### config.mk
export PLATFORM = sky130hd
export DESIGN_NAME = sdc_ctrl
export DESIGN_NICKNAME = d
export VERILOG_FILES = /design/src/logic/sdc_pkg.sv /design/src/logic/sdc_ctrl.sv
export SDC_FILE = /design/constraint.sdc
export NUM_CORES = 1
export LEC_CHECK = 0
export ABC_CLOCK_PERIOD_IN_PS = 3500
export BUFFER_PORTS_ARGS = -buffer_cell sky130_fd_sc_hd__buf_4
export CORE_MARGIN = 3
export CORE_UTILIZATION = 50
export DETAILED_ROUTE_END_ITERATION = 8
export PLACE_DENSITY = 0.79
export RECOVER_POWER = 100
export REMOVE_ABC_BUFFERS = 1
export SLEW_MARGIN = 10
export SYNTH_ARGS = -nofsm -noshare
export SYNTH_HDL_FRONTEND = slang
export SYNTH_SLANG_ARGS = --single-unit
export TNS_END_PERCENT = 1
### constraint.sdc
create_clock -name CLK -period 3.5 [get_ports CLK]
set_clock_uncertainty 0.15 [all_clocks]
set_input_delay 0.7 -clock CLK [delete_from_list [all_inputs] [get_ports CLK]]
set_output_delay 0.7 -clock CLK [all_outputs]
set_load 0.02 [all_outputs]
### src/logic/sdc_pkg.sv
// Purpose: Constants and carrier types for the SDRAM command sequencer.
// Assumes: One 100 MHz clock; the attached SDRAM is x16 with four banks.
// Notes:   Times are kept in the units printed (ns, us, ms or clocks); cycle counts derive from them.
`default_nettype none
package sdc_pkg;
    localparam int CLK_PERIOD_NS = 10;               // 100 MHz system clock
    // Speed grade tables, index 0 fastest, 2 slowest
    localparam int T_RC_NS   [3] = '{55, 60, 63};
    localparam int T_RAS_NS  [3] = '{40, 42, 42};
    localparam int T_RP_NS   [3] = '{15, 18, 20};
    localparam int T_RCD_NS  [3] = '{15, 18, 20};
    localparam int T_RRD_NS  [3] = '{10, 12, 14};
    localparam int T_XSR_NS  [3] = '{60, 66, 70};
    localparam int T_RAS_MAX_NS  = 100000;
    localparam int T_WR_CLK      = 2;                // Last write data to precharge
    localparam int T_MRD_CLK     = 2;                // Mode load to activate/refresh
    localparam int T_CKA_CLK     = 1;                // Clock part of clock_enable_recovery_gap
    localparam int T_CKA_NS      = 3;                // Extra ns of clock_enable_recovery_gap
    localparam int POWERUP_US    = 200;
    localparam int REF_ROWS      = 4096;
    localparam int REFRESH_WINDOW_MS    = 64;        // Normal temperature grades
    localparam int REFRESH_WINDOW_HOT_MS = 16;       // High-temperature grade
    localparam int CAS_LAT       = 2;                // 10 ns clock allows latency 2
    localparam int RD_PIPE       = CAS_LAT + 3;      // Command reg + latency + two sync flops
    localparam int WAIT_W        = 16;
    localparam int INIT_REFS     = 2;
    // Mode word: burst 1, sequential, latency 2, normal write bursts
    localparam logic [11:0] MODE_WORD = 12'h020;
    localparam int AP_BIT        = 10;               // Address bit for auto/all precharge

    // Round a ns interval up to clocks, never below one
    function automatic int cyc_up(input int ns);
        int c;
        c = (ns + CLK_PERIOD_NS - 1) / CLK_PERIOD_NS;
        return (c < 1) ? 1 : c;
    endfunction

    // Round a ns interval down to clocks, never below one
    function automatic int cyc_dn(input longint ns);
        longint c;
        c = ns / CLK_PERIOD_NS;
        return (c < 1) ? 1 : int'(c);
    endfunction

    // Command pins, all active low
    typedef struct packed {
        logic cs_n;
        logic ras_n;
        logic cas_n;
        logic we_n;
    } sdc_cmd_t;

    localparam sdc_cmd_t CMD_NOP   = '{1'b0, 1'b1, 1'b1, 1'b1};
    localparam sdc_cmd_t CMD_ACT   = '{1'b0, 1'b0, 1'b1, 1'b1};
    localparam sdc_cmd_t CMD_READ  = '{1'b0, 1'b1, 1'b0, 1'b1};
    localparam sdc_cmd_t CMD_WRITE = '{1'b0, 1'b1, 1'b0, 1'b0};
    localparam sdc_cmd_t CMD_PRE   = '{1'b0, 1'b0, 1'b1, 1'b0};
    localparam sdc_cmd_t CMD_REF   = '{1'b0, 1'b0, 1'b0, 1'b1};
    localparam sdc_cmd_t CMD_LMR   = '{1'b0, 1'b0, 1'b0, 1'b0};

    // User request: bank, row, column and write word
    typedef struct packed {
        logic        write;
        logic [1:0]  bank;
        logic [11:0] row;
        logic [7:0]  col;
        logic [15:0] wdata;
    } sdc_req_t;

    typedef enum {
        ST_PWR, ST_IPRE, ST_IREF, ST_IMRS, ST_IDLE, ST_ACT, ST_RW,
        ST_RDWAIT, ST_PRE, ST_REF, ST_SRHOLD, ST_SREXIT
    } sdc_state_t;
endpackage
`default_nettype wire

### src/logic/sdc_ctrl.sv
// Purpose: Host-side sequencer that drives a four-bank SDRAM with legal command spacing.
// Assumes: Single-word accesses, one row open at a time, closed after each access.
// Notes:   Read data passes two sync flops, so read latency is longer than the device's.
`default_nettype none
module sdc_ctrl #(
    parameter int GRADE        = 2,                 // 0 fastest .. 2 slowest
    parameter bit HOT_GRADE    = 1'b0,              // Use the short refresh window
    parameter bit AUTO_PRE_WR  = 1'b0,              // Writes close the row themselves
    parameter int POWERUP_CYC  = sdc_pkg::POWERUP_US * 1000 / sdc_pkg::CLK_PERIOD_NS,
    parameter int REFI_CYC     = sdc_pkg::cyc_dn(
        (HOT_GRADE ? longint'(sdc_pkg::REFRESH_WINDOW_HOT_MS) : longint'(sdc_pkg::REFRESH_WINDOW_MS))
        * 1000000 / sdc_pkg::REF_ROWS)
) (
    input  wire logic             CLK,
    input  wire logic             RSTN,
    input  wire logic             REQ_VALID,
    input  wire sdc_pkg::sdc_req_t REQ,
    output logic                  REQ_READY,
    output logic                  RD_VALID,
    output logic [15:0]           RD_DATA,
    input  wire logic             SLEEP_REQ,
    output logic                  SLEEPING,
    output logic                  INIT_DONE,
    output logic                  SD_CKE,
    output sdc_pkg::sdc_cmd_t     SD_CMD,
    output logic [1:0]            SD_BA,
    output logic [11:0]           SD_ADDR,
    output logic [1:0]            SD_DQM,
    output logic [15:0]           SD_DQ_O,
    output logic                  SD_DQ_OE,
    input  wire logic [15:0]      SD_DQ_I
);
    import sdc_pkg::*;

    // Cycle counts, rounded up from ns figures except the longest open time
    localparam int RC_CYC   = cyc_up(T_RC_NS[GRADE]);
    localparam int RAS_CYC  = cyc_up(T_RAS_NS[GRADE]);
    localparam int RASX_CYC = cyc_dn(longint'(T_RAS_MAX_NS)); // Longest open time, rounded down
    localparam int RP_CYC   = cyc_up(T_RP_NS[GRADE]);
    localparam int RCD_CYC  = cyc_up(T_RCD_NS[GRADE]);
    localparam int RRD_CYC  = cyc_up(T_RRD_NS[GRADE]);
    localparam int XSR_CYC  = cyc_up(T_XSR_NS[GRADE]);
    localparam int CKA_CYC  = T_CKA_CLK + cyc_up(T_CKA_NS);
    localparam int DAL_CYC  = T_WR_CLK + RP_CYC;
    // One gap counter serves row cycle and bank-to-bank spacing
    localparam int GAP_CYC  = (RC_CYC > RRD_CYC) ? RC_CYC : RRD_CYC;

    sdc_state_t         state_reg;         // Sequencer state
    logic [WAIT_W-1:0]  wait_reg;          // Cycles left before next command
    logic [WAIT_W-1:0]  since_act_reg;     // Cycles since last activate or refresh
    logic [WAIT_W-1:0]  refi_reg;          // Refresh interval countdown
    logic               ref_pend_reg;      // A refresh is owed
    logic [1:0]         init_refs_reg;     // Init refreshes still to do
    logic [3:0]         rd_pipe_reg;       // Read capture countdown
    sdc_req_t           req_reg;           // Accepted request
    logic [15:0]        dq_s1_reg;         // First sync stage, read only by second
    logic [15:0]        dq_s2_reg;         // Second sync stage
    logic               wait_done;         // No spacing wait pending
    logic               do_ref;            // Refresh command goes out now

    assign wait_done = (wait_reg == '0);
    assign do_ref    = (state_reg == ST_REF) && wait_done && (since_act_reg >= WAIT_W'(GAP_CYC));
    assign REQ_READY = (state_reg == ST_IDLE) && wait_done && INIT_DONE && !ref_pend_reg && !SLEEP_REQ;

    // Two-flop synchroniser on the read data pins
    always_ff @(posedge CLK or negedge RSTN) begin
        if (!RSTN) begin
            dq_s1_reg <= '0;
            dq_s2_reg <= '0;
        end else begin
            dq_s1_reg <= SD_DQ_I;
            dq_s2_reg <= dq_s1_reg;
        end
    end

    // Time since last activate or refresh, saturating
    always_ff @(posedge CLK or negedge RSTN) begin
        if (!RSTN) begin
            since_act_reg <= '1;
        end else if ((SD_CMD == CMD_ACT) || (SD_CMD == CMD_REF)) begin
            since_act_reg <= '0;
        end else if (since_act_reg != '1) begin
            since_act_reg <= since_act_reg + WAIT_W'(1);
        end
    end

    // Refresh interval timer; owed refresh set wins over its clear
    always_ff @(posedge CLK or negedge RSTN) begin
        if (!RSTN) begin
            refi_reg     <= '0;
            ref_pend_reg <= 1'b0;
        end else if (!INIT_DONE || SLEEPING) begin
            // Device refreshes itself while asleep; restart on wake
            refi_reg     <= WAIT_W'(REFI_CYC);
            ref_pend_reg <= 1'b0;
        end else if (refi_reg == '0) begin
            refi_reg     <= WAIT_W'(REFI_CYC);
            ref_pend_reg <= 1'b1;
        end else begin
            refi_reg <= refi_reg - WAIT_W'(1);
            if (do_ref) begin
                ref_pend_reg <= 1'b0;
            end
        end
    end

    // Read data capture after the pipeline delay
    always_ff @(posedge CLK or negedge RSTN) begin
        if (!RSTN) begin
            rd_pipe_reg <= '0;
            RD_VALID    <= 1'b0;
            RD_DATA     <= '0;
        end else begin
            RD_VALID <= 1'b0;
            if (SD_CMD == CMD_READ) begin
                rd_pipe_reg <= 4'(RD_PIPE - 1);   // Seen one edge after the decision
            end else if (rd_pipe_reg != '0) begin
                rd_pipe_reg <= rd_pipe_reg - 4'd1;
                if (rd_pipe_reg == 4'd1) begin
                    RD_VALID <= 1'b1;
                    RD_DATA  <= dq_s2_reg;
                end
            end
        end
    end

    // Main sequencer: one command per cycle, NOP while waiting
    always_ff @(posedge CLK or negedge RSTN) begin
        if (!RSTN) begin
            state_reg     <= ST_PWR;
            wait_reg      <= '0;
            init_refs_reg <= '0;
            req_reg       <= '0;
            INIT_DONE     <= 1'b0;
            SLEEPING      <= 1'b0;
            SD_CKE        <= 1'b1;
            SD_CMD        <= CMD_NOP;
            SD_BA         <= '0;
            SD_ADDR       <= '0;
            SD_DQM        <= 2'b11;
            SD_DQ_O       <= '0;
            SD_DQ_OE      <= 1'b0;
        end else begin
            // Defaults: no command, bus released
            SD_CMD   <= CMD_NOP;
            SD_DQ_OE <= 1'b0;
            if (!wait_done) begin
                wait_reg <= wait_reg - WAIT_W'(1);
            end
            case (state_reg)
                ST_PWR: begin
                    // Hold NOPs with DQM high until the supplies settle
                    if (wait_reg == '0 && init_refs_reg == '0) begin
                        wait_reg      <= WAIT_W'(POWERUP_CYC);
                        init_refs_reg <= 2'(INIT_REFS);
                    end else if (wait_done) begin
                        state_reg <= ST_IPRE;
                    end
                end
                ST_IPRE: begin
                    // Close every bank before the refreshes
                    SD_CMD           <= CMD_PRE;
                    SD_ADDR          <= '0;
                    SD_ADDR[AP_BIT]  <= 1'b1;
                    wait_reg         <= WAIT_W'(RP_CYC - 1);
                    state_reg        <= ST_IREF;
                end
                ST_IREF: begin
                    if (wait_done && since_act_reg >= WAIT_W'(GAP_CYC)) begin
                        SD_CMD        <= CMD_REF;
                        init_refs_reg <= init_refs_reg - 2'd1;
                        wait_reg      <= WAIT_W'(RC_CYC - 1);          // Gap counter lags a cycle
                        if (init_refs_reg == 2'd1) begin
                            state_reg <= ST_IMRS;
                        end
                    end
                end
                ST_IMRS: begin
                    if (wait_done && since_act_reg >= WAIT_W'(GAP_CYC)) begin
                        SD_CMD    <= CMD_LMR;
                        SD_BA     <= '0;
                        SD_ADDR   <= MODE_WORD;
                        wait_reg  <= WAIT_W'(T_MRD_CLK - 1);
                        state_reg <= ST_IDLE;
                    end
                end
                ST_IDLE: begin
                    // Accesses only after init finished and mode spacing elapsed
                    if (wait_done) begin
                        INIT_DONE <= 1'b1;
                        SD_DQM    <= 2'b00;
                        if (ref_pend_reg) begin
                            state_reg <= ST_REF;                       // Refresh beats requests
                        end else if (SLEEP_REQ) begin
                            state_reg <= ST_REF;
                        end else if (REQ_VALID && INIT_DONE) begin
                            req_reg   <= REQ;
                            state_reg <= ST_ACT;
                        end
                    end
                end
                ST_ACT: begin
                    // Gap counter covers row cycle and bank-to-bank spacing
                    if (wait_done && since_act_reg >= WAIT_W'(GAP_CYC)) begin
                        SD_CMD    <= CMD_ACT;
                        SD_BA     <= req_reg.bank;
                        SD_ADDR   <= req_reg.row;
                        wait_reg  <= WAIT_W'(RCD_CYC - 1);
                        state_reg <= ST_RW;
                    end
                end
                ST_RW: begin
                    if (wait_done) begin
                        SD_BA           <= req_reg.bank;
                        SD_ADDR         <= {4'h0, req_reg.col};
                        SD_ADDR[AP_BIT] <= req_reg.write && AUTO_PRE_WR;
                        if (req_reg.write) begin
                            // Write data goes with the command
                            SD_CMD   <= CMD_WRITE;
                            SD_DQ_O  <= req_reg.wdata;
                            SD_DQ_OE <= 1'b1;
                            if (AUTO_PRE_WR) begin
                                wait_reg  <= WAIT_W'(DAL_CYC - 1);
                                state_reg <= ST_IDLE;
                            end else begin
                                wait_reg  <= WAIT_W'(T_WR_CLK - 1);
                                state_reg <= ST_PRE;
                            end
                        end else begin
                            SD_CMD    <= CMD_READ;
                            wait_reg  <= WAIT_W'(RD_PIPE);
                            state_reg <= ST_RDWAIT;
                        end
                    end
                end
                ST_RDWAIT: begin
                    // Keep the row until the read word is captured
                    if (wait_done) begin
                        state_reg <= ST_PRE;
                    end
                end
                ST_PRE: begin
                    // Close no earlier than the minimum open time; the access is short
                    // enough that the 100 us ceiling is never approached
                    if (wait_done && since_act_reg >= WAIT_W'(RAS_CYC)
                        && since_act_reg < WAIT_W'(RASX_CYC)) begin
                        SD_CMD           <= CMD_PRE;
                        SD_BA            <= req_reg.bank;
                        SD_ADDR[AP_BIT]  <= 1'b0;
                        wait_reg         <= WAIT_W'(RP_CYC - 1);
                        state_reg        <= ST_IDLE;
                    end
                end
                ST_REF: begin
                    // Auto refresh, or self refresh entry with clock enable low
                    if (do_ref) begin
                        SD_CMD <= CMD_REF;
                        if (SLEEP_REQ && !ref_pend_reg) begin
                            SD_CKE    <= 1'b0;
                            SLEEPING  <= 1'b1;
                            state_reg <= ST_SRHOLD;
                        end else begin
                            wait_reg  <= WAIT_W'(RC_CYC - 1);
                            state_reg <= ST_IDLE;
                        end
                    end
                end
                ST_SRHOLD: begin
                    if (!SLEEP_REQ) begin
                        SD_CKE    <= 1'b1;
                        wait_reg  <= WAIT_W'(CKA_CYC);
                        state_reg <= ST_SREXIT;
                    end
                end
                ST_SREXIT: begin
                    // NOPs through recovery, then the exit time before any activate
                    if (wait_done) begin
                        SLEEPING  <= 1'b0;
                        wait_reg  <= WAIT_W'(XSR_CYC - 1);
                        state_reg <= ST_IDLE;
                    end
                end
                default: begin
                    state_reg <= ST_PWR;
                end
            endcase
        end
    end
endmodule
`default_nettype wire

Word-level counts from Yosys, hierarchy flattened
Index checks and enable logic that the tools add are counted.

Output and inout bits: 58. Memory bits (writable): 0. Register bits after elaboration: 215. Word-level logic and storage cells: 195. Latch bits: 0. Bits of input ports: 59. Bits in read-only memories: 0. Memories: 0.

Order comparisons: 3. Multiplexer cells: 77. Shift-type cells: 0. Equality and inequality tests: 35. Add/subtract/negate cells: 5. Div/mod/pow operators: 0. Reductions and logical operators: 43. Bitwise operators: 3. Multipliers: 0.

Operators by type and width (count): 2-to-1 mux 32 bit (16); case mux 32 bit (12 select lines) (1); 2-to-1 mux 16 bit (14); equality test 32 x 4 -> 1 bit (second input constant) (5); case mux 16 bit (9 select lines) (1); equality test 32 x 3 -> 1 bit (second input constant) (4); equality test 32 x 2 -> 1 bit (second input constant) (2); case mux 10 bit (4 select lines) (1); 2-to-1 mux 12 bit (3); equality test 32 x 1 -> 1 bit (second input constant) (1); equality test 32 x 5 -> 1 bit (second input constant) (1); greater-or-equal comparator 16 x 3 -> 1 bit (second input constant) (2); zero test 16 bit (2); zero test 32 bit (1); subtractor 16 x 1 -> 16 bit (second input constant) (2); != test 2 bit (second input constant) (15); case mux 3 bit (7 select lines) (1); 2-to-1 mux 3 bit (6); 2-to-1 mux 1 bit (17); adder 16 x 1 -> 16 bit (second input constant) (1); less-than comparator 16 x 14 -> 1 bit (second input constant) (1); 2-to-1 mux 4 bit (4); != test 16 bit (second input constant) (1); AND reduction 5 bit (3); other kinds (27) (61).

Logic depth before layout (Yosys ltp)
Gate-level depths: netlist of the first run.

Depth in word-level cells: 6. Mapped depth: 12. Mapped depth without buffers: 10.

Worst setup path before layout of the first run
Ideal clock, no wire load.

Path kind: register to register. Start: reg wait_reg[1]. End: reg wait_reg[0]. Cell stages (with the launch flop): 9. Arrival time: 2.437 ns. Setup slack: 0.787 ns. Required time: 3.224 ns. Library setup time: 0.126 ns. Buffers on the path: 0. Period minus slack after synthesis: 2.713 ns. Cell sequence: dfrtp_1 inv_1 ha_1 nor2b_1 nand3_2 or3_1 a22o_1 or4_1 a221o_1.

Longest elaborated chain between the ends: 5. Elaborated cells on any way between the ends: 18. Those cells by class: mux (11); reduce/logical (7).

Ends and longest elaborated chain: from (decl) (line sdc_ctrl.sv:49) `logic [WAIT_W-1:0] wait_reg;`; from (signal assigned) (line sdc_ctrl.sv:148) `wait_reg <= wait_reg - WAIT_W'(1);`; from (signal assigned) (line sdc_ctrl.sv:154) `wait_reg <= WAIT_W'(POWERUP_CYC);`; from (signal assigned) (line sdc_ctrl.sv:165) `wait_reg <= WAIT_W'(RP_CYC - 1);`; zero test 16 bit * (line sdc_ctrl.sv:61, sdc_ctrl.sv:153); 2-to-1 mux 16 bit (tied with other cells) (line sdc_ctrl.sv:147) `if (!wait_done) begin`; 2-to-1 mux 16 bit (tied with other cells) (line sdc_ctrl.sv:258) `if (SLEEP_REQ && !ref_pend_reg) begin`; 2-to-1 mux 16 bit (on tied branches) (line sdc_ctrl.sv:256, sdc_ctrl.sv:245); case mux 16 bit (9 select lines) * (line sdc_ctrl.sv:150) `case (state_reg)`.

Mark *: on every way between the ends. The rest lies on a longest branch, timed or not. A chain may end at the register's enable or synchronous reset.

Worst setup path in the final report of the first run
Start: reg wait_reg[1]. End: out REQ_READY.

Longest elaborated chain between the ends: 5.

Ends and longest elaborated chain: zero test 16 bit (line sdc_ctrl.sv:61) `assign wait_done = (wait_reg == '0);`; logical AND 1 bit (4 in series) (line sdc_ctrl.sv:63) `assign REQ_READY = (state_reg == ST_IDLE) && wait_done && INIT_DONE && !ref_pend_reg && !SLEEP_REQ;`; to (decl) (line sdc_ctrl.sv:18) `output logic REQ_READY,`.

No other way between the ends.

==> results of run 1 <==
## per-layer routing
| metal | GRT usage [%] | vias up | share of wire, % |
|---|---|---|---|
| met5 | 0 | - | 0 |
| met4 | 5.54 | 0 | 1.2 |
| met3 | 6.39 | 24 | 7.7 |
| met2 | 34.9 | 215 | 49 |
| met1 | 27.4 | 3120 | 42 |
| li1 | - | 3016 | - |
## synthesized netlist by cell type (all sizes together), types with 6 or more instances
cell type | instances | share of area, %
dfrtp | 164 | 49
nand2 | 93 | 4.2
nor2 | 85 | 3.8
mux2 | 57 | 7.7
o21ai | 39 | 2.3
a21oi | 37 | 2.2
nand3 | 30 | 1.8
inv | 25 | 1.1
nor3 | 25 | 1.6
clkbuf | 23 | 1.0
dfstp | 21 | 6.6
xnor2 | 21 | 2.2
nor2b | 14 | 1.0
xor2 | 13 | 1.4
buf | 12 | 0.72
ha | 12 | 1.8
nor4 | 10 | 1.3
nand4 | 9 | 0.67
a22oi | 8 | 0.72
a31oi | 7 | 0.52
nand2b | 7 | 0.52
or3 | 7 | 0.52
a22o | 6 | 0.63
## logic make-up (layout without fill, tap and decap cells)
group | count (synthesis) | in the layout | synth area share, %
compound gates | 135 | 135 | 10.2
xor+xnor | 34 | 34 | 3.55
fa+ha+maj | 12 | 12 | 1.79
buf+inv | 62 | 196 | 2.95
flops | 185 | 185 | 55.5
mux | 62 | 62 | 8.29
other cells | 1 | 1 | 0.0447
simple gates | 306 | 306 | 17.7
## critical path, cell delays in order, from the launching register on
cell and delay [ns]:
dfrtp_1 0.42, inv_1 0.12, ha_1 0.19, nor2b_1 0.35
nand3_1 0.15, nor3_1 0.35, and3_1 0.22, clkbuf_2 0.18
## cell usage in the layout (no fill, tap or decap), types with 8 or more instances in the layout
master and count:
ha_1 12, clkbuf_1 58, dfrtp_1 164, nor3_1 24
buf_4 58, nand3_1 30, nand4_1 9, xnor2_1 21
a22oi_1 8, dfstp_1 8, nor2_1 85, xor2_1 13
nand2_1 93, mux2_2 50, o21ai_0 38, clkbuf_4 16
nor2b_1 14, inv_1 25, a21oi_1 37, clkbuf_16 17
dfstp_2 13
## worst max-delay path by stage
stage	slack, ns	endpoint	start	depth (start not counted)
6_report	0.24	REQ_READY	wait_reg[1]$_DFF_PN0_	7
5_1_grt	0.05	REQ_READY	wait_reg[1]$_DFF_PN0_	7
4_1_cts	0.21	REQ_READY	wait_reg[1]$_DFF_PN0_	7
3_5_place_dp	0.49	wait_reg[0]$_DFF_PN0_	wait_reg[1]$_DFF_PN0_	8
3_3_place_gp	0.59	wait_reg[0]$_DFF_PN0_	wait_reg[1]$_DFF_PN0_	8
2_1_floorplan	0.03	req_reg[15]$_DFFE_PN0P_	state_reg[2]$_DFFE_PN0P_	5
## area by class of cell
class                      count  area (um2)  share of cell area, %
sequential                   185        4660                   47.0
inverter                      27         101                   1.02
clock inverter                13         131                   1.33
multi-input combinational    550        3470                   35.0
clock buffer                  19         443                   4.47
tap                          216         270                   2.73
timing repair buffer         137         830                   8.38
## power by group
group	switching, mW	internal [mW]
logic	1.81	1.07
registers	0.405	2.52
clock network	0.887	0.966
## stage by stage
step	total power, mW	hold WS, ns	util (%)	std cells	setup slack, ns
2_1_floorplan	4.88	0.181	-	762	0.0337
3_3_place_gp	5.94	0.181	59.2	1115	0.592
3_5_place_dp	5.99	0.185	59.2	1115	0.491
4_1_cts	7.88	0.184	62.7	1147	0.211
5_1_grt	8.19	0.206	61.2	1147	0.0508
6_report	7.67	0.198	61.2	1147	0.243
==> metrics.md, run 1 <==
| Metric | Value |
|---|---|
| Hold buffers post-CTS | 0 |
| Io pins | about 120 |
| Reg-to-reg slack, setup | 0.35 ns |
| Slew @ Worst Pin | a little under 2 ns |
| DRT Pass-1 Iters | 5 |
| Placed Area | ~9600 um2 |
| Fin nets | about 990 |
| Clock Sinks | 185 |
| Critical path arrival | ~2.4 ns |
| DIE AREA | about 18000 um2 |
| Share of layout cells above drive strength 1 | between 10% and 20% |
| Worst-Skew Late Latency | around 0.43 ns |
| Total global routing overflow | 0 |
| Fin crit period | 3.26 ns |
| Routed WL | 18.6 mm |
| Vias in the first global route | about 6300 |
| Cts repair resizes | 0 |
| Initial DRC count | 534 |
| ANT nets after route | 0 |
| Hold path cells | 0 |
| Most used DFF post-synth | dfrtp_1 |
| CTS tree | done |
| Setup repair after global routing missed its margin | false |
| Avg Cell Area, Syn | 10.5 um2 |
| Max reg flops | 39 |
| Final GP Congestion | ~0.95 |
| Outcome | finished, violations left |
| Mapped Area | between 8000 and 9000 um2 |
| Worst r2r dst | req_reg[32]$_DFFE_PN0P_ |
| Global-route wire length before repair | around 31 mm |
| Vias | between 6000 and 7000 |
| Power per Cell Area | approximately 770 nW/um2 |
| Hold Startpoint | dq_s1_reg[13]$_DFF_PN0_ |
| Die Span X | ~140 um |
| R2R depth | 8 |
| Yosys Warn Count | 0 |
| Critical path fanouts, max | 6 |
| Cell variety after synth | 67 |
| FFs w/ async S/R, synth | 100% |
| Seq cells post-synth | 185 |
| Port bufs | 115 |
| Initial cell density of the core | between 50% and 60% |
| Leakage dissipation | about 4.5 nW |
| Critical Path RT | 2.65 ns |
| HP Class | register to register |
| Antenna cell count | 0 |
| Clk buf depth | 2 |
| Vias per cell | 5.56 |
| Period utilization | 93.1% |
| Crit path kind | register to primary output |
| Area Growth Syn to Fin | 18.0% |
| Drc violations | 0 |
| Fmax | ~310 MHz |
| Worst r2r src | wait_reg[1]$_DFF_PN0_ |
| HPWL after detailed placement | between 10 and 15 mm |
| CTS clk-pin slew, worst paths | approximately 0.070 ns |
| Worst setup EP type | primary output |
| Core area | about 16000 um2 |
| Clock root buffer | clkbuf_16 |
| Final hold violation count | 0 |
| Wirelength per Cell | between 15 and 20 um |
| Setup_tns | 0 ns |
| All-layer global routing usage | between 20% and 30% |
| Post-Layout Inst Area | just under 10000 um2 |
| Failing checks | max-capacitance violations, max-slew violations |
| Inserted Clock Buffers | 17 |
| Slew HR | -31.5% |
| Worst Hold Endpoint | dq_s2_reg[13]$_DFF_PN0_ |
| Antenna violations before repair | 0 |
| Htree depth | 4 |
| Post-synth EDFFs | 0 |
| Number of fill cells | between 1000 and 1500 |
| Final setup vio count | 0 |
| Num rows | 46 |
| Slew Limit Fails | 80 |
| Max Cap Viol | 1 |
| Largest net degree at the start of global routing | 82 |
| VDD IR-drop max | roughly 0.41 mV |
| CP Launch Type | register |
| Synth Instances | between 700 and 800 |
| Seq/Total Area, Yosys | between 50% and 60% |
| Post-CTS setup buffer count | 0 |
| Die Height | between 100 and 150 um |
Power figures use the tool's default switching activity.
==> run 2, diff against run 1 <==
--- a/config.mk
+++ b/config.mk
@@ -7,10 +7,13 @@
 export LEC_CHECK = 0
 export ABC_CLOCK_PERIOD_IN_PS = 3500
 export BUFFER_PORTS_ARGS = -buffer_cell sky130_fd_sc_hd__buf_4
+export CELL_PAD_IN_SITES_DETAIL_PLACEMENT = 1
+export CELL_PAD_IN_SITES_GLOBAL_PLACEMENT = 1
 export CORE_MARGIN = 3
-export CORE_UTILIZATION = 50
+export CORE_UTILIZATION = 45
+export CTS_CLUSTER_SIZE = 28
 export DETAILED_ROUTE_END_ITERATION = 8
-export PLACE_DENSITY = 0.79
+export PLACE_DENSITY = 0.88
 export RECOVER_POWER = 100
 export REMOVE_ABC_BUFFERS = 1
 export SLEW_MARGIN = 10
==> metrics.md, run 2 (synthesis results as in run 1) <==
| Metric | Value |
|---|---|
| Outcome | finished, violations left |
| Failing checks | max-capacitance violations, max-slew violations |
| Worst Hold Endpoint | dq_s2_reg[4]$_DFF_PN0_ |
| All-layer global routing usage | 23.3% |
| Met2 WL | around 12 mm |
| Hold buffers post-CTS | 0 |
| Number of fill cells | ~2000 |
| Setup repair after global routing missed its margin | false |
| Worst r2r src | wait_reg[1]$_DFF_PN0_ |
| CTS clk-pin slew, worst paths | ~0.07 ns |
| Post-Layout Inst Area | slightly below 10000 um2 |
| Max Cap Viol | 1 |
| Worst-Skew Late Latency | ~0.43 ns |
| Initial cell density of the core | between 40% and 50% |
| Critical Path RT | approximately 2.7 ns |
| Met3 wire len | 1.38 mm |
| Clk buf depth | 2 |
| Max reg flops | 39 |
| Worst r2r dst | state_reg[2]$_DFFE_PN0P_ |
| R2R depth | 9 |
| Clock Sinks | 185 |
| Fin crit period | about 3.2 ns |
| Final hold violation count | 0 |
| Clock root buffer | clkbuf_16 |
| Initial DRC count | 386 |
| Critical path fanouts, max | 23 |
| Total global routing overflow | 0 |
| Most frequent cells in the layout | 164 x dfrtp_1, 93 x nand2_1, 85 x nor2_1, 60 x clkbuf_1, 58 x buf_4 |
| Largest net degree at the start of global routing | 64 |
| Critical path arrival | 2.38 ns |
| Core area | around 18000 um2 |
| Htree depth | 4 |
| Reg-to-reg slack, setup | approximately 0.33 ns |
| Port bufs | 115 |
| Most common cell after layout, fill and taps aside | dfrtp_1 |
| Fin nets | between 900 and 1000 |
| HP Class | register to register |
| Global-route wire length before repair | 37.7 mm |
| Placed Area | approximately 9600 um2 |
| Final setup vio count | 0 |
| Final GP Congestion | roughly 1 |
| Worst setup EP type | primary output |
| Leakage dissipation | about 4.5 nW |
| Total chip power | between 7 and 8 mW |
| DIE AREA | approximately 20000 um2 |
| CP Launch Type | register |
| Slew HR | -5.64% |
| Die Span X | about 140 um |
| Drc violations | 0 |
| Vias per cell | about 5.7 |
| Inserted Clock Buffers | 17 |
| Hold_ws | between 0.2 and 0.25 ns |
| Routed WL | about 23 mm |
| Setup_tns | 0 ns |
| Max Used Layer | met4 |
| DRT Pass-1 Iters | 5 |
| Slew Limit Fails | between 60 and 70 |
| Antenna violations before repair | 0 |
| VDD IR-drop max | between 0.4 and 0.5 mV |
| Share of layout cells above drive strength 1 | between 10% and 20% |
| Antenna cell count | 0 |
| ANT nets after route | 0 |
| Vias in the first global route | between 7000 and 8000 |
| Met1 WL | 9.32 mm |
| Hold Startpoint | dq_s1_reg[4]$_DFF_PN0_ |
| Vias | 6609 |
| Period utilization | approximately 92% |
| Fmax | roughly 310 MHz |
| Hold path cells | 0 |
| Num rows | 49 |
| Crit path kind | register to primary output |
| Slew @ Worst Pin | around 1.6 ns |
| HPWL after detailed placement | between 15 and 20 mm |
| Io pins | 117 |
| Wirelength per Cell | 20.0 um |
| Area Growth Syn to Fin | 18.0% |
| CTS tree | done |
| Power per Cell Area | approximately 800 nW/um2 |
| Die Height | 143 um |
[run 2: cell types whose count changed in the layout (fill, tap and decap cells not counted), sizes merged]
cell / change
inv: -1
buf: -2
clkinv: +4
clkinvlp: -2
clkbuf: +4
[run 2: layer usage]
metal	GRT usage [%]	up-vias
li1	-	3015
met1	28.0	3352
met2	40.8	187
met3	6.08	55
met4	8.10	0
met5	0	-
[run 2: worst max-delay path by stage]
stage	depth (start not counted)	endpoint	start
6_report	5	REQ_READY	state_reg[0]$_DFFE_PN0P_
5_1_grt	5	REQ_READY	state_reg[3]$_DFFE_PN0P_
4_1_cts	7	REQ_READY	wait_reg[1]$_DFF_PN0_
3_5_place_dp	8	wait_reg[0]$_DFF_PN0_	wait_reg[1]$_DFF_PN0_
3_3_place_gp	8	wait_reg[0]$_DFF_PN0_	wait_reg[1]$_DFF_PN0_
2_1_floorplan	5	req_reg[15]$_DFFE_PN0P_	state_reg[2]$_DFFE_PN0P_
[run 2: worst max-delay path, cell delays in order, from the launching register on]
cell and delay, ns:
dfrtp_1 0.69, nor2_1 0.40, nand2_1 0.18, nor3_1 0.29
and3_1 0.20, clkbuf_2 0.16
[run 2: layout make-up]
| class | instances | area [um2] | share of cell area, % |
|---|---|---|---|
| clock buffers | 17 | 425 | 4.30 |
| clock inverters | 14 | 140 | 1.42 |
| inverters | 27 | 101 | 1.02 |
| multi-input cells | 550 | 3470 | 35.1 |
| flip-flops and latches | 185 | 4660 | 47.0 |
| well taps | 229 | 287 | 2.90 |
| repair buffers | 141 | 816 | 8.24 |
[run 2: power by group]
part / switching (mW) / internal, mW / leakage, nW
clock: 0.916 / 0.940 / 0.279
combinational: 1.98 / 1.09 / 1.90
sequential: 0.421 / 2.52 / 2.34
total: 3.32 / 4.56 / 4.52
[run 2: repair_timing]
action | CTS | global route
buffers inserted | 0 | 0
gates resized for setup | 0 | 1
setup endpoints to repair | 0 | 1
[run 2: per-stage QoR]
stage / setup WS (ns) / utilization [%] / cells
CTS: 0.210 / 56.0 / 1163
global placement: 0.571 / 52.9 / 1132
detailed placement: 0.474 / 52.9 / 1132
global route: 0.0724 / 54.5 / 1163
floorplan: 0.0337 / - / 762
finish: 0.272 / 54.5 / 1163
==> run 3, diff against run 2 <==
--- a/config.mk
+++ b/config.mk
@@ -6,13 +6,13 @@
 export NUM_CORES = 1
 export LEC_CHECK = 0
 export ABC_CLOCK_PERIOD_IN_PS = 3500
-export BUFFER_PORTS_ARGS = -buffer_cell sky130_fd_sc_hd__buf_4
 export CELL_PAD_IN_SITES_DETAIL_PLACEMENT = 1
 export CELL_PAD_IN_SITES_GLOBAL_PLACEMENT = 1
 export CORE_MARGIN = 3
-export CORE_UTILIZATION = 45
+export CORE_UTILIZATION = 50
 export CTS_CLUSTER_SIZE = 28
 export DETAILED_ROUTE_END_ITERATION = 8
+export DONT_BUFFER_PORTS = 1
 export PLACE_DENSITY = 0.88
 export RECOVER_POWER = 100
 export REMOVE_ABC_BUFFERS = 1
==> metrics.md, run 3 (synthesis results as in run 1) <==
| Metric | Value |
|---|---|
| Core area | ~16000 um2 |
| Area Growth Syn to Fin | 10.9% |
| Most common cell after layout, fill and taps aside | dfrtp_1 |
| Slew HR | ~30% |
| Clock Sinks | 185 |
| Slowest-stage cell, CP | dfrtp_1 |
| CTS tree | done |
| Failing checks | negative hold slack |
| Setup repair after global routing missed its margin | false |
| Fmax | slightly above 300 MHz |
| Port bufs | 0 |
| Vias in the first global route | around 7000 |
| Leakage dissipation | roughly 4.2 nW |
| DRT Pass-1 Iters | 5 |
| Most frequent cells in the layout | 164 x dfrtp_1, 93 x nand2_1, 85 x nor2_1, 48 x mux2_2, 38 x o21ai_0 |
| Total chip power | about 8 mW |
| Die Height | 136 um |
| Final hold violation count | about 170 |
| Largest net degree at the start of global routing | 186 |
| Critical Path RT | 2.65 ns |
| Vias per cell | ~6.1 |
| HPWL after detailed placement | between 15 and 20 mm |
| Htree depth | 4 |
| Fin util | between 50% and 60% |
| Global-route wire length before repair | 37.8 mm |
| Final GP Congestion | 0.936 |
| All-layer global routing usage | 26.3% |
| Fin nets | approximately 880 |
| Hold_ws | -0.190 ns |
| Slew @ Worst Pin | 1.05 ns |
| Power per Cell Area | 860 nW/um2 |
| CTS clk-pin slew, worst paths | 0.07 ns |
| Io pins | 117 |
| Max reg flops | 39 |
| Max Cap Viol | 0 |
| Worst setup EP type | primary output |
| Critical path fanouts, max | 31 |
| Vias | approximately 6300 |
| Initial cell density of the core | between 50% and 60% |
| ANT nets after route | 0 |
| DIE AREA | roughly 18000 um2 |
| Drc violations | 0 |
| Period utilization | between 90% and 100% |
| Post-CTS setup buffer count | 0 |
| Post-Layout Inst Area | ~9300 um2 |
| Crit path kind | register to primary output |
| Antenna cell count | 0 |
| Wirelength per Cell | 22.5 um |
| Fin crit period | ~3.3 ns |
| Antenna violations before repair | 0 |
| Die Span X | about 140 um |
| Placed Area | 8690 um2 |
| Clk buf depth | 2 |
| Total global routing overflow | 0 |
| Num rows | 46 |
| Final setup vio count | 0 |
| Share of layout cells above drive strength 1 | around 15% |
| Initial DRC count | 550 |
| Cell Chain, Critical Path | nor2_1 > nand2_1 > nor3_1 > and3_1 |
| CP Launch Type | register |
| Inserted Clock Buffers | 17 |
| Clock root buffer | clkbuf_16 |
| Slew Limit Fails | 0 |
| Worst stage delay on the critical path | approximately 0.8 ns |
| Worst-Skew Late Latency | around 0.43 ns |
| VDD IR-drop max | around 0.46 mV |
| Outcome | finished, violations left |
| Setup_tns | 0 ns |
| Routed WL | ~23 mm |
| HP Class | primary input to async pin |
| Critical path arrival | ~2.4 ns |
-- run 3: cell types whose count changed in the layout (fill, tap and decap cells not counted), moves of 2 or more --
| cell | delta |
|---|---|
| bufinv_16 | +3 |
| inv_8 | +2 |
| dfstp_1 | +3 |
| clkinvlp_4 | +2 |
| buf_4 | -43 |
| dfstp_2 | -3 |
| clkbuf_2 | -4 |
| clkbuf_4 | -16 |
| clkinv_4 | -3 |
| clkbuf_1 | -54 |
| inv_6 | -3 |
-- run 3: stage by stage --
stage	setup slack [ns]	hold WS, ns	std cells
floorplan	0.0337	0.181	762
global placement	0.560	0.182	1002
detailed placement	0.478	0.186	1002
CTS	0.130	-0.205	1034
global route	0.0530	-0.207	1034
finish	0.206	-0.190	1034
-- run 3: worst max-delay path: cells and delay by family, from the launching register on --
kind	cells	cell delay [ns]
DFF	1	0.78
and+or+nand+nor	4	1.24
-- run 3: path summary, 6_finish.rpt --
kind / to / cells after the start / slack [ns] / from
max: REQ_READY / 4 / 0.21 / state_reg[1]$_DFFE_PN0P_
min: req_reg[10]$_DFFE_PN0P_ / 0 / -0.19 / RSTN
max reg2reg: SD_DQ_O[0]$_DFFE_PN0P_ / 6 / 0.24 / state_reg[1]$_DFFE_PN0P_
min reg2reg: dq_s2_reg[2]$_DFF_PN0_ / 0 / 0.19 / dq_s1_reg[2]$_DFF_PN0_
max in group asynchronous: SD_CKE$_DFFE_PN1P_ / 0 / 2.95 / RSTN
min in group CLK: dq_s1_reg[11]$_DFF_PN0_ / 0 / 0.14 / SD_DQ_I[11]
-- run 3: cell type report --
| type | count | area (um2) |
|---|---|---|
| fillers | 1698 | 6870 |
| multi-input cells | 550 | 3480 |
| clock buffers | 18 | 439 |
| repair buffers | 24 | 150 |
| clock inverters | 14 | 210 |
| well taps | 216 | 270 |
| flip-flops and latches | 185 | 4660 |
| inverters | 27 | 101 |
-- run 3: repair_timing --
action,in CTS,in global routing
hold endpoints to repair,185,167
gates resized for setup,0,1
setup endpoints to repair,0,1
-- run 3: where the power goes --
group          switching [mW]  internal (mW)  leakage [nW]  total, mW
registers               0.678           2.52          2.34       3.20
logic                    1.72          0.995          1.54       2.71
clock network           0.913           1.18         0.311       2.09
-- run 3: layer usage --
metal / share of wire [%] / vias to the layer above / GRT usage (%)
met2: 53 / 232 / 45.5
met3: 6.6 / 71 / 6.39
met1: 37 / 3216 / 31.3
met5: 0 / - / 0
met4: 3.4 / 0 / 11.4
li1: - / 2796 / -
